--- config.mk ---
export PLATFORM = sky130hd
export DESIGN_NAME = sli_indirect_regs
export DESIGN_NICKNAME = d
export VERILOG_FILES = /design/src/rtl/sli_pkg.sv /design/src/rtl/sli_indirect_regs.sv
export SDC_FILE = /design/constraint.sdc
export NUM_CORES = 1
export LEC_CHECK = 0
export BUFFER_PORTS_ARGS = -buffer_cell sky130_fd_sc_hd__buf_2
export CORE_MARGIN = 5
export CORE_UTILIZATION = 50
export CTS_CLUSTER_DIAMETER = 120
export DETAILED_ROUTE_END_ITERATION = 8
export GPL_ROUTABILITY_DRIVEN = 0
export PLACE_DENSITY = 0.72
export SYNTH_ARGS = -nofsm -noshare
export SYNTH_HDL_FRONTEND = slang
export SYNTH_SLANG_ARGS = --single-unit
--- constraint.sdc ---
create_clock -name clk_sys_in -period 8.6 [get_ports clk_sys_in]
set_input_delay 0 -clock clk_sys_in [delete_from_list [all_inputs] [get_ports clk_sys_in]]
set_output_delay 0 -clock clk_sys_in [all_outputs]
set_load 0.02 [all_outputs]
--- src/rtl/sli_pkg.sv ---
// Package for the sync line indirect register bank
package sli_pkg;
   localparam int SLI_PTR_W = 4;
   localparam int SLI_WORD_W = 16;
   localparam int SLI_NUM_REGS = 16;
   // Indirect register indexes
   localparam logic [3:0] SLI_IDX_PROTO = 4'h0;
   localparam logic [3:0] SLI_IDX_RXERR = 4'h1;
   localparam logic [3:0] SLI_IDX_TXERR = 4'h2;
   localparam logic [3:0] SLI_IDX_MODEM = 4'h4;
   localparam logic [3:0] SLI_IDX_UNUSED = 4'hF;
   // Writable bit masks per register
   localparam logic [15:0] SLI_MASK_PROTO = 16'hE77F;
   localparam logic [15:0] SLI_MASK_RXERR = 16'h0000;
   localparam logic [15:0] SLI_MASK_TXERR = 16'h0F00;
   localparam logic [15:0] SLI_MASK_SYNC = 16'hFF1F;
   localparam logic [15:0] SLI_MASK_MODEM = 16'h1700;
   localparam logic [15:0] SLI_MASK_FULL = 16'hFFFF;
   localparam logic [15:0] SLI_MASK_COUNT = 16'h3FFF;
   localparam logic [15:0] SLI_MASK_MATCH = 16'h00FF;
   localparam logic [15:0] SLI_MASK_NONE = 16'h0000;
   localparam logic [7:0] SLI_MODEM_IN_MASK = 8'hF4;
   localparam logic [7:0] SLI_ERR_MASK = 8'h7E;
   localparam logic [7:0] SLI_TXERR_MASK = 8'h07;
   // Field positions in register 0
   localparam int SLI_ERRCTL_LSB = 0;
   localparam int SLI_PROTO_LSB = 3;
   localparam int SLI_STRIP_BIT = 6;
   localparam int SLI_RXBPC_LSB = 8;
   localparam int SLI_TXBPC_LSB = 13;
   // Receive error bit positions
   localparam int SLI_E_OVERRUN = 1;
   localparam int SLI_E_DMA = 2;
   localparam int SLI_E_BLOCK = 3;
   localparam int SLI_E_PARITY = 4;
   localparam int SLI_E_ABORT = 5;
   localparam int SLI_E_OVERFLOW = 6;
   localparam logic [2:0] SLI_BPC_EIGHT = 3'h0;
   localparam logic [3:0] SLI_BPC_FULL = 4'h8;

   typedef enum logic [2:0] {
      SLI_CHK_CCITT_ONES = 3'h0,
      SLI_CHK_CCITT_ZEROS = 3'h1,
      SLI_CHK_BLKCHR_ODD = 3'h2,
      SLI_CHK_CRC16 = 3'h3,
      SLI_CHK_BLK_ODD = 3'h4,
      SLI_CHK_BLK_EVEN = 3'h5,
      SLI_CHK_BLKCHR_EVEN = 3'h6,
      SLI_CHK_NONE = 3'h7
   } sli_check_type;

   typedef enum logic [2:0] {
      SLI_PR_COUNT = 3'h0,
      SLI_PR_SDLC = 3'h1,
      SLI_PR_HDLC = 3'h2,
      SLI_PR_SPARE3 = 3'h3,
      SLI_PR_SPARE4 = 3'h4,
      SLI_PR_SPARE5 = 3'h5,
      SLI_PR_SPARE6 = 3'h6,
      SLI_PR_GENBYTE = 3'h7
   } sli_proto_type;

   // Host access to the pointer and data port
   typedef struct packed {
      logic ptr_wr;
      logic [3:0] ptr_data;
      logic data_wr;
      logic data_rd;
      logic [15:0] data;
   } sli_host_req_type;

   // Receive engine events, one-cycle pulses
   typedef struct packed {
      logic overrun;
      logic dma_timeout;
      logic block_fail;
      logic parity_fail;
      logic seven_ones;
      logic count_zero_more;
      logic residual_a_wr;
      logic residual_b_wr;
      logic [2:0] residual;
   } sli_rx_event_type;

   typedef struct packed {
      logic [2:0] error_check;
      logic [2:0] protocol;
      logic strip_sync;
      logic sync_removal;
      logic bit_oriented;
      logic [3:0] rx_bits;
      logic [3:0] tx_bits;
   } sli_config_type;

   // Decode bits per character code
   function automatic logic [3:0] sli_bpc(input logic [2:0] code);
      sli_bpc = (code == SLI_BPC_EIGHT) ? SLI_BPC_FULL : {1'b0, code};
   endfunction
endpackage

--- src/rtl/sli_indirect_regs.sv ---
// Indirect register bank and receive status of a sync line interface
//
// What this block does
// - 4-bit pointer selects one of sixteen registers
// - Each data port write advances pointer; a pointer write in the same cycle wins
// - Pointer write or increment reloads read cache
// - Resets clear receive errors and register two
// - Bus init alone clears modem register
// - Per-register write masks; registers 1 and 15 are not writable
// - Bits 2:0 select error control scheme
// - Bits 5:3 select protocol, others spare
// - Strip sync bit matters in general mode
// - Receive length: code zero means eight bits
// - Transmit length uses same encoding
// - Bit 1 flags receive overrun
// - Bit 2 flags DMA timeout, drops enable
// - Bit 3 flags block check failure
// - Bit 4 flags parity, byte protocols only
// - Bit 5 flags abort, bit protocols active
// - Bit 6 flags overflow, never general mode
// - Secondary residual count, nonzero sets status
// - Primary residual count, nonzero sets status
// - Modem byte read clears change flags
`timescale 1ns/1ps
`default_nettype none
module sli_indirect_regs (
   // Clock and resets
   input wire logic clk_sys_in,
   input wire logic reset_n_in,
   input wire logic master_reset_in,
   input wire logic bus_init_in,
   // Host access
   input wire sli_pkg::sli_host_req_type host_in,
   output logic [15:0] read_data_out,
   output logic [3:0] pointer_out,
   // Receive engine
   input wire sli_pkg::sli_rx_event_type rx_event_in,
   input wire logic rx_active_in,
   input wire logic rx_enable_set_in,
   input wire logic [2:0] tx_error_set_in,
   input wire logic [7:0] modem_lines_in,
   // Status and configuration
   output logic rx_enable_out,
   output logic residual_b_nonzero_out,
   output logic residual_a_nonzero_out,
   output logic modem_change_out,
   output logic [7:0] modem_change_flags_out,
   output sli_pkg::sli_config_type config_out,
   output logic [15:0] reg_word_out [16]
);
   import sli_pkg::*;

   ////////////////////////////////////////////////////////////////////////////
   // Storage
   logic [15:0] regs_reg [SLI_NUM_REGS];
   logic [15:0] regs_next [SLI_NUM_REGS];
   logic [3:0] ptr_reg;
   logic [15:0] cache_reg;
   logic rx_enable_reg;
   logic [7:0] modem_in_reg;
   logic [7:0] change_reg;
   logic rd_clear_reg;
   logic rd_modem_reg;
   sli_config_type config_reg;

   function automatic logic [15:0] wr_mask(input logic [3:0] idx);
      unique case (idx)
         4'h0: wr_mask = SLI_MASK_PROTO;
         4'h1: wr_mask = SLI_MASK_RXERR;
         4'h2: wr_mask = SLI_MASK_TXERR;
         4'h3: wr_mask = SLI_MASK_SYNC;
         4'h4: wr_mask = SLI_MASK_MODEM;
         4'h5, 4'h6, 4'h8, 4'hA, 4'hC: wr_mask = SLI_MASK_FULL;
         4'h7, 4'h9, 4'hB, 4'hD: wr_mask = SLI_MASK_COUNT;
         4'hE: wr_mask = SLI_MASK_MATCH;
         4'hF: wr_mask = SLI_MASK_NONE;
      endcase
   endfunction

   ////////////////////////////////////////////////////////////////////////////
   // Decode
   wire logic any_reset = master_reset_in | bus_init_in;
   wire logic [3:0] ptr_adv = ptr_reg + 4'h1;
   wire logic [3:0] ptr_next = host_in.ptr_wr ? host_in.ptr_data :
      (host_in.data_wr ? ptr_adv : ptr_reg);
   wire logic [15:0] sel_mask = wr_mask(ptr_reg);
   wire logic [15:0] wr_word = (regs_reg[ptr_reg] & ~sel_mask) |
      (host_in.data & sel_mask);
   wire logic [2:0] proto_code = regs_reg[SLI_IDX_PROTO][SLI_PROTO_LSB +: 3];
   wire logic is_general = proto_code == SLI_PR_GENBYTE;
   wire logic is_bitproto = (proto_code == SLI_PR_SDLC) ||
      (proto_code == SLI_PR_HDLC);
   wire logic is_byteproto = is_general || (proto_code == SLI_PR_COUNT);
   // Reads clear after the cached word is returned
   wire logic rd_err = host_in.data_rd && !host_in.data_wr;
   wire logic [7:0] modem_change_now = (modem_lines_in ^ modem_in_reg) &
      SLI_MODEM_IN_MASK;

   // Receive error set terms
   logic [7:0] err_set;
   always_comb begin
      err_set = 8'h00;
      err_set[SLI_E_OVERRUN] = rx_event_in.overrun;
      err_set[SLI_E_DMA] = rx_event_in.dma_timeout;
      err_set[SLI_E_BLOCK] = rx_event_in.block_fail;
      err_set[SLI_E_PARITY] = rx_event_in.parity_fail && is_byteproto;
      err_set[SLI_E_ABORT] = rx_event_in.seven_ones && is_bitproto &&
         rx_active_in;
      err_set[SLI_E_OVERFLOW] = rx_event_in.count_zero_more && !is_general;
   end

   ////////////////////////////////////////////////////////////////////////////
   // Next register values
   always_comb begin
      for (int i = 0; i < SLI_NUM_REGS; i++) begin
         regs_next[i] = regs_reg[i];
      end
      if (host_in.data_wr) begin
         regs_next[ptr_reg] = wr_word;
      end
      if (rd_clear_reg && ptr_reg == SLI_IDX_RXERR) begin
         regs_next[SLI_IDX_RXERR][7:0] = 8'h00;
      end
      if (rd_clear_reg && ptr_reg == SLI_IDX_TXERR) begin
         regs_next[SLI_IDX_TXERR][7:0] = 8'h00;
      end
      regs_next[SLI_IDX_RXERR][7:0] = (regs_next[SLI_IDX_RXERR][7:0] |
         err_set) & SLI_ERR_MASK;
      regs_next[SLI_IDX_TXERR][7:0] = (regs_next[SLI_IDX_TXERR][7:0] |
         {5'h00, tx_error_set_in}) & SLI_TXERR_MASK;
      if (rx_event_in.residual_b_wr && is_bitproto) begin
         regs_next[SLI_IDX_RXERR][10:8] = rx_event_in.residual;
      end
      if (rx_event_in.residual_a_wr && is_bitproto) begin
         regs_next[SLI_IDX_RXERR][14:12] = rx_event_in.residual;
      end
      regs_next[SLI_IDX_MODEM][7:0] = modem_lines_in & SLI_MODEM_IN_MASK;
      regs_next[SLI_IDX_UNUSED] = 16'h0000;
      if (any_reset) begin
         regs_next[SLI_IDX_RXERR][7:0] = 8'h00;
         regs_next[SLI_IDX_TXERR] = 16'h0000;
      end
      if (bus_init_in) begin
         regs_next[SLI_IDX_MODEM] = {8'h00, modem_lines_in &
            SLI_MODEM_IN_MASK};
      end
   end

   // Decoded configuration
   sli_config_type config_next;
   always_comb begin
      config_next.error_check = regs_reg[SLI_IDX_PROTO][SLI_ERRCTL_LSB +: 3];
      config_next.protocol = proto_code;
      config_next.strip_sync = regs_reg[SLI_IDX_PROTO][SLI_STRIP_BIT];
      config_next.sync_removal = is_general ?
         regs_reg[SLI_IDX_PROTO][SLI_STRIP_BIT] : 1'b1;
      config_next.bit_oriented = is_bitproto;
      config_next.rx_bits = sli_bpc(regs_reg[SLI_IDX_PROTO][SLI_RXBPC_LSB +: 3]);
      config_next.tx_bits = sli_bpc(regs_reg[SLI_IDX_PROTO][SLI_TXBPC_LSB +: 3]);
   end

   ////////////////////////////////////////////////////////////////////////////
   // Registers
   always_ff @(posedge clk_sys_in or negedge reset_n_in) begin
      if (!reset_n_in) begin
         for (int i = 0; i < SLI_NUM_REGS; i++) begin
            regs_reg[i] <= 16'h0000;
         end
      end else begin
         regs_reg <= regs_next;
      end
   end

   always_ff @(posedge clk_sys_in or negedge reset_n_in) begin
      if (!reset_n_in) begin
         ptr_reg <= 4'h0;
         cache_reg <= 16'h0000;
      end else begin
         ptr_reg <= ptr_next;
         if (host_in.ptr_wr || host_in.data_wr) begin
            cache_reg <= (host_in.data_wr && ptr_next == ptr_reg) ?
               wr_word : regs_reg[ptr_next];
         end
      end
   end

   always_ff @(posedge clk_sys_in or negedge reset_n_in) begin
      if (!reset_n_in) begin
         rd_clear_reg <= 1'b0;
         rd_modem_reg <= 1'b0;
      end else begin
         rd_clear_reg <= rd_err;
         rd_modem_reg <= rd_err && ptr_reg == SLI_IDX_MODEM;
      end
   end

   always_ff @(posedge clk_sys_in or negedge reset_n_in) begin
      if (!reset_n_in) begin
         rx_enable_reg <= 1'b0;
      end else if (any_reset || rx_event_in.dma_timeout) begin
         rx_enable_reg <= 1'b0;
      end else if (rx_enable_set_in) begin
         rx_enable_reg <= 1'b1;
      end
   end

   always_ff @(posedge clk_sys_in or negedge reset_n_in) begin
      if (!reset_n_in) begin
         modem_in_reg <= 8'h00;
         change_reg <= 8'h00;
      end else begin
         modem_in_reg <= modem_lines_in & SLI_MODEM_IN_MASK;
         if (any_reset) begin
            change_reg <= 8'h00;
         end else if (rd_modem_reg) begin
            change_reg <= modem_change_now;
         end else begin
            change_reg <= change_reg | modem_change_now;
         end
      end
   end

   ////////////////////////////////////////////////////////////////////////////
   // Outputs
   always_ff @(posedge clk_sys_in or negedge reset_n_in) begin
      if (!reset_n_in) begin
         read_data_out <= 16'h0000;
         pointer_out <= 4'h0;
         rx_enable_out <= 1'b0;
         residual_b_nonzero_out <= 1'b0;
         residual_a_nonzero_out <= 1'b0;
         modem_change_out <= 1'b0;
         modem_change_flags_out <= 8'h00;
         config_out <= '0;
         for (int i = 0; i < SLI_NUM_REGS; i++) begin
            reg_word_out[i] <= 16'h0000;
         end
      end else begin
         read_data_out <= cache_reg;
         pointer_out <= ptr_next;
         rx_enable_out <= rx_enable_reg;
         residual_b_nonzero_out <= |regs_reg[SLI_IDX_RXERR][10:8];
         residual_a_nonzero_out <= |regs_reg[SLI_IDX_RXERR][14:12];
         modem_change_out <= |change_reg;
         modem_change_flags_out <= change_reg;
         config_out <= config_next;
         reg_word_out <= regs_reg;
      end
   end
endmodule
`default_nettype wire

# == Yosys cells after proc, flatten, opt, wreduce, memory -nomap -nowiden ==
# Memories as Yosys holds them, arrays and structs flattened.
# Cells that the tools add are included.
# classes
muxes,26
n_lt_le_gt_ge,3
eq_ne,7
bitwise,11
reduce_logical,29
addsub,1
# op_table
cell,count
$bwmux 256,1
$mux 239,1
$bmux 16 s4,2
$mux 16,7
$demux 16 s4,1
$and 16x16->16,2
$mux 23,1
$mux 4,4
$mux 8,2
$not 16->16,1
$or 16x16->16,1
$logic_and 1x1->1,12
$ge 5x5->1 const B,2
$not 4->5,2
$reduce_bool 2->1,5
$logic_not 3->1,3
$mux 3,3
$or 8x8->8,1
$reduce_or 8->1,1
$xor 8x8->8,1
$mux 7,1
$or 7x7->7,1
$reduce_or 3->1,2
$lt 5x1->1 const B,1
13 further kinds,19
# totals
memories,1
wordCells,133
rom_bits,256
regBits,561
# mem_list
memory,words,word_bits,read_ports,rd_clocked_by_memory_dff,write_ports,line_no,text
(no name shown),16,16,1,0,0,sli_indirect_regs.sv:67,unique case (idx)

# == Longest topological paths before layout ==
# Gate-level depths: netlist of the first run.
# logic_depth
ltp_word,11
mapped_depth,14

# == Worst setup path after synthesis of the first run ==
# OpenSTA, ideal clock, no wires.
# synth_timing
path_kind,register to register
startpoint,"register, netlist name pointer_out[0]"
endpoint,register cache_reg[10]
n_path_buf,5
slack_ns,5.540
required_time_ns,8.535
path_stages_with_launch,14
t_arrival_ns,2.995
setup_time_ns,0.065
path_cell_list,dfrtp_1 buf_6 buf_4 inv_2 buf_4 ha_1 mux2_2 o21ai_2 buf_4 buf_4 mux2i_1 o22ai_1 nor4_1 o22a_1
# synth_lines
item,line_no,text
"end signal, assigned",sli_indirect_regs.sv:181,cache_reg <= (host_in.data_wr && ptr_next == ptr_reg) ?
"end, declared",sli_indirect_regs.sv:58,logic [15:0] cache_reg;

==> summary.txt, run 1 <==
STA
  • Setup_tns: 0 ns
  • Slew headroom: about a tenth
  • Worst slew pin tran: 1.35 ns
  • RSZ-0062 raised after global routing: no
  • Clock Skews: about 0.011 ns
  • Fmax achieved: about 0.24 GHz
  • Final hold vios: 3
  • Setup-failing EPs final: 0
  • Fin Hold WS: -0.00832 ns
  • Slew Limit Fails: 0
  • Min Clock Period, post-route: around 4.2 ns
  • Final Cycle Share: between 40% and 50%

Synth
  • XOR/XNOR Fraction of Synth Area: less than 1%
  • Yosys top cell area share: a little over three fifths
  • Syn Inst Count: approximately 1.8k
  • Sequential fraction of the synthesis area: 62.8%
  • Ys async rst share: between 90% and 100%
  • Simple-gate portion of the synthesized area: 12.1%
  • Largest area contributor in the netlist: dfrtp_1
  • Avg Inst Size Synth: between 10 and 15 um^2
  • Unique cell type count in the Yosys netlist: 80
  • Top FF cell, synth: dfrtp_1
  • Multiplexer share of the synthesized area: approximately 7.0%
  • Adder-Cell Fraction of Synth Area: less than 1%
  • Largest family of logic cells by synthesized area: compound AO/OA/AOI/OAI gates
  • Compound-cell area share of the yosys netlist: 12.1%
  • Flops & latches, synth: ~520
  • Dominant cells by area after synthesis: dfrtp_1 63%, nand2_1 6.9%, o21ai_0 5.5%
  • Synth Cell Area: around 21000 um^2
  • Post-synth EDFFs: 0
  • Synth warn: 0

Drt
  • Post-DR wirelength/cell: 24.8 um
  • Via-to-Cell Ratio: slightly below 6
  • Final WL: around 67000 um
  • Remaining antenna violation count: 0
  • Drt drc: 0
  • Initial DRT Pass Iterations: 6
  • Via count: 15.9k
  • 1st-iter DRT viols: between 2k and 3k

Hold path
  • Hold Crit Class: in -> async

Layout
  • Most common cell after layout, fill and taps aside: dfrtp_1
  • FILL cells: 3287
  • Footprint of the multi-input gates: 6830 um^2
  • Register cell area after layout: 13100 um^2
  • Synth-to-Final Area Change: 18.6%
  • Nets: 2191
  • Commonest cells after routing, fill and taps aside: 521 x dfrtp_1, 384 x nand2_1, 322 x buf_2
  • Share of layout cells above drive strength 1: about a quarter
  • Max FFs per register: 230
  • Final core utilization: between 60% and 70%

Global routing
  • Initial antenna violation count: 4
  • Largest net degree at the start of global routing: about 180
  • Tot GR Track Use: between 20% and 30%
  • First-pass GRT wire length: between 100000 and 150000 um
  • Gr ovfl total: 0
  • Number of global-route vias before repair: roughly 16k

CTS
  • CTS tree: done
  • Total CTS buffers: approximately 50
  • Clk_lat worst skew: 0.60 ns
  • CTS Root Cell: clkbuf_16
  • H-tree lvl count: 2
  • TritonCTS Sinks: 523
  • Reg clk slew, reported paths: 0.06 ns
  • Clock Path Buffers: 3

Floorplan
  • Row count: 74
  • IO Count: approximately 360
  • Starting Density: 50.8%
  • Die H: 214 um
  • Total die area: about 46000 um^2
  • Die width: ~210 um
  • Core ar.: between 40000 and 50000 um^2

Run
  • Max-cap violation count: 0

Outcome
  • Failing checks: negative hold slack
  • Status: finished, violations left

Placement
  • PortBufs: between 300 and 400
  • Dpl hpwl: 45100 um

Worst setup path
  • Worst EP required: 9.07 ns
  • R2R cell count: 9
  • Crit path max fanout: 27
  • Setup CP Type: reg -> reg
  • Arr. time, crit path: about 4.7 ns
  • Crit. End Element: register
  • Startpoint Class: register

Power and ir drop
  • Worst IR Drop VDD: roughly 200 uV
  • Pleak: between 10 and 15 nW
  • Pwr Total: between 9 and 10 mW
  • Pwr dens: between 300 and 400 nW/um^2
-- metrics by stage --
step                instance area, um^2  worst slack, ns  hold WS, ns  instances
finish                            24700             4.42     -0.00832       2708
global route                      24700             4.35       0.0424       2708
CTS                               24700             4.60      0.00557       2707
detailed placement                22500             4.68       0.0625       2575
global placement                  22500             4.75       0.0516       2575
floorplan                         20900             5.54       -0.296       1858
-- critical path: stages, from the launching register on --
cell	delay [ns]
dfrtp_2	0.81
inv_1	0.23
ha_1	0.30
nor2b_1	0.21
o21ai_0	0.70
nand2_1	0.35
mux2i_1	1.01
o21ai_0	0.20
a21oi_1	0.19
nor2_1	0.05
-- per-layer routing --
metal  wire, um  track usage (%)  vias up
met1      27900             41.7     7864
met5         28                0        -
met4       2830             10.5        6
li1           -                -     6855
met3       6870             7.41      181
met2      29600             42.9      960
-- cell families after synthesis --
kind of cell	count (synthesis)
adders and majority gates	7
buffers and inverters	177
DFF	523
xor gates and xnor gates	10
other	1
and+or+nand+nor	580
muxes	107
AOI/OAI and AO/OA	425
-- path summary, 6_finish.rpt --
path,from,end,slack (ns)
min in group clk_sys_in,host_in[2],regs_reg[130]$_DFFE_PN0P_,0.04
worst max-delay path,pointer_out[1]$_DFF_PN0_,regs_reg[208]$_DFF_PN0_,4.42
worst min-delay path,reset_n_in,reg_word_out[87]$_DFF_PN0_,-0.008
worst min register to register,cache_reg[4]$_DFFE_PN0P_,read_data_out[4]$_DFF_PN0_,0.38
max in group asynchronous,reset_n_in,pointer_out[1]$_DFF_PN0_,6.29
worst max register to register,pointer_out[1]$_DFF_PN0_,regs_reg[208]$_DFF_PN0_,4.42
-- where the power goes --
part           leakage, nW  internal, mW  switching [mW]
logic                 4.42         0.925            1.80
clock network        0.909          1.45           0.963
registers             6.70          3.42           0.805
total                 12.0          5.80            3.57
-- cell usage after synthesis (8+ instances only) --
library cell and count:
o22ai_1 15, xnor2_1 8, a31oi_1 12, and3_1 10, buf_2 24, nor2_1 43
o21ai_1 11, clkbuf_1 73, nand2b_1 8, a211oi_1 15, nand3_1 75, mux2i_1 56
mux4_2 19, a21oi_1 69, nor3_1 12, nand2_1 384, a221oi_1 8, mux2_2 25
buf_4 48, dfrtp_1 523, o21ai_0 227
-- cell type report --
cell class                 instances  area share [%]
timing repair buffer             388            9.03
inverter                          11           0.177
multi-input combinational       1158            27.7
clock inverter                    26            1.46
clock buffer                      69            6.01
sequential                       523            53.0
antenna                            1          0.0101
tap                              532            2.69
-- repair_timing --
item	4_1_cts	5_1_grt
hold endpoints to repair	200	0
hold buffers	37	0
setup buffers	0	0
gates resized for setup	0	0
Note: power is estimated with default switching activity, not from simulation.
==> run 2, diff against run 1 <==
==> constraint.sdc (replaced) <==
create_clock -name clk_sys_in -period 4.3 [get_ports clk_sys_in]
set_input_delay 0 -clock clk_sys_in [delete_from_list [all_inputs] [get_ports clk_sys_in]]
set_output_delay 0 -clock clk_sys_in [all_outputs]
set_load 0.02 [all_outputs]
==> run 2 against run 1 <==
Effect of this change: first-iteration DRC count down 17%; hold slack better by 0.045 ns; combinational power up 100%; core utilization about the same; total power up 97%; flip-flop and latch count unchanged; maximum frequency up 14%; the flow now finishes without violations; sequential share of layout area about the same; clock-buffer cell count down 2.
==> summary.txt, run 2 (synthesized netlist as in run 1, its figures left out) <==
Layout
  • Max FFs per register: 230 (unchanged)
  • FILL cells: 3325 (+1.2%)
  • Footprint of the multi-input gates: 6810 um^2 (-0.40%)
  • Synth-to-Final Area Change: 18.7% (about the same)
  • Share of layout cells above drive strength 1: 24.3% (+0.074 points)
  • Commonest cells after routing, fill and taps aside: 521 x dfrtp_1, 384 x nand2_1, 322 x buf_2
  • Most common cell after layout, fill and taps aside: dfrtp_1
  • Fin cells: 2723 (+0.55%)
  • Nets: 2208 (+0.78%)
  • Register cell area after layout: 13100 um^2 (unchanged)

CTS
  • Clock Path Buffers: 3 (unchanged)
  • Total CTS buffers: 51 (unchanged)
  • CTS Root Cell: clkbuf_16
  • TritonCTS Sinks: 523 (unchanged)
  • # Post-CTS Setup Buffers: 0 (unchanged)
  • CTS tree: done
  • Clk_lat worst skew: 0.57 ns (-0.03 ns)
  • Reg clk slew, reported paths: 0.07 ns (about the same)
  • H-tree lvl count: 2 (unchanged)

Placement
  • PortBufs: 323 (unchanged)
  • Placed insts: 2591 (+0.62%)
  • Pre-CTS setup slack: 0.963 ns (-3.71 ns)
  • Dpl hpwl: 45500 um (+0.88%)

Drt
  • Initial DRT Pass Iterations: 6 (unchanged)
  • Drt drc: 0 (unchanged)
  • Via count: 15.9k (-0.044%)
  • Via-to-Cell Ratio: 5.82 (-0.59%)
  • Final WL: 66000 um (-1.8%)
  • Remaining antenna violation count: 0 (unchanged)
  • Post-DR wirelength/cell: 24.2 um (-2.3%)
  • 1st-iter DRT viols: 2100 (-17%)

Worst setup path
  • Reg2reg setup slack: 0.62 ns (-3.80 ns)
  • Crit path max fanout: 25 (-7.4%)
  • Arr. time, crit path: 4.13 ns (-0.52 ns)
  • Setup CP Type: reg -> reg
  • Worst EP required: 4.75 ns (-4.32 ns)
  • Startpoint Class: register
  • Crit. End Element: register

Power and ir drop
  • Pwr dens: 747 nW/um^2 (+97%)
  • Pwr Total: 18.5 mW (+97%)
  • Switching Fraction: 38.3% (+0.23 points)
  • Sequential power share: 45.9% (+0.8 points)
  • Switching power: 7.08 mW (+98%)
  • Internal: 11.4 mW (+97%)
  • Clock power share: 24.6% (-1.2 points)
  • Worst IR Drop VDD: 271 uV (+35%)
  • Combinational group share of total power: 29.5% (+0.4 points)
  • Pleak: 12.0 nW (+0.11%)

STA
  • Slew Limit Fails: 0 (unchanged)
  • Setup_tns: 0 ns (unchanged)
  • Worst slew pin tran: 1.28 ns (-0.0738 ns)
  • Final hold vios: 0 (-3)
  • Setup-failing EPs final: 0 (unchanged)
  • Fmax achieved: 0.272 GHz (+14%)
  • Min Clock Period, post-route: 3.68 ns (-0.503 ns)
  • RSZ-0062 raised after global routing: no
  • Final Cycle Share: 85.5% (+37 points)
  • Setup ws final: 0.624 ns (-3.80 ns)
  • Slew headroom: 14.4% (+4.9 points)
  • Clock Skews: 0.0126 ns (+0.00199 ns)

Floorplan
  • IO Count: 356 (unchanged)
  • Row count: 74 (unchanged)
  • Die width: 214 um (unchanged)
  • Die H: 214 um (unchanged)
  • Core ar.: 41000 um^2 (unchanged)
  • Total die area: 45800 um^2 (unchanged)
  • Starting Density: 50.8% (unchanged)

Hold path
  • Hold Crit Class: in -> async

Outcome
  • Status: finished clean

Global routing
  • Initial antenna violation count: 3 (-1)
  • Largest net degree at the start of global routing: 142 (-23%)
  • Gr ovfl total: 0 (unchanged)
  • Tot GR Track Use: 28.5% (-0.41 points)
  • Number of global-route vias before repair: 15.7k (+0.17%)
  • First-pass GRT wire length: 101000 um (-0.98%)

Run
  • Max-cap violation count: 0 (unchanged)
-- run 2: changes by cell type in the layout (fill, tap and decap cells not counted), sizes merged --
cell / change
diode: +1
dlygate4sd3: +1
clkinv: -1
buf: +16
clkbuf: -2
bufinv: -2
clkinvlp: +2
-- run 2: area by class of cell --
| class | instances | area share, % |
|---|---|---|
| flip-flops and latches | 523 | 53.0 |
| multi-input cells | 1158 | 27.5 |
| repair buffers | 405 | 9.66 |
| clock buffers | 67 | 5.73 |
| well taps | 532 | 2.69 |
| clock inverters | 25 | 1.23 |
| inverters | 11 | 0.177 |
| diodes | 2 | 0.0202 |
-- run 2: worst paths after layout --
check / cells after the start / start / end
min in group clk_sys_in: 4 / host_in[12] / regs_reg[252]$_DFFE_PN0P_
min: 2 / reset_n_in / reg_word_out[166]$_DFF_PN0_
max reg2reg: 6 / pointer_out[3]$_DFF_PN0_ / regs_reg[232]$_DFFE_PN0P_
min reg2reg: 0 / cache_reg[11]$_DFFE_PN0P_ / read_data_out[11]$_DFF_PN0_
max: 6 / pointer_out[3]$_DFF_PN0_ / regs_reg[232]$_DFFE_PN0P_
max in group asynchronous: 3 / reset_n_in / regs_reg[192]$_DFFE_PN0P_
-- run 2: timing repair --
action / 4_1_cts / 5_1_grt
resized for setup: 0 / 0
hold endpoints to repair: 182 / 0
hold buffers: 38 / 0
-- run 2: metrics by stage --
step / utilization (%) / area [um^2] / hold WS [ns]
4_1_cts: 60.2 / 24700 / 0.0228
5_1_grt: 60.3 / 24700 / 0.0571
6_report: 60.3 / 24700 / 0.0367
3_3_place_gp: 55.1 / 22600 / 0.105
3_5_place_dp: 55.1 / 22600 / 0.114
2_1_floorplan: - / 20900 / -0.296
-- run 2: layer usage --
layer | global-route usage (%) | share of wire (%) | vias up
li1 | - | - | 6889
met1 | 40.9 | 41 | 7810
met2 | 43.2 | 45 | 991
met3 | 6.59 | 10 | 167
met4 | 9.92 | 3.8 | 2
met5 | 0 | 0.017 | -
-- run 2: critical path, stage by stage (launching register included) --
cell           delay, ns
dfrtp_1             0.83
inv_1               0.60
and2_1              0.35
nand2_1             0.68
o21ai_0             0.22
mux2_2              0.31
dlygate4sd3_1       0.55
-- run 2: power groups by stage --
stage / Combinational (mW) / Clock, mW / Sequential, mW
after floorplan: 2.23 / 0 / 9.11
after global placement: 5.24 / 0 / 8.43
after detailed placement: 5.37 / 0 / 8.46
after CTS: 5.44 / 4.60 / 8.43
after global routing: 5.90 / 4.81 / 8.68
final: 5.45 / 4.55 / 8.47
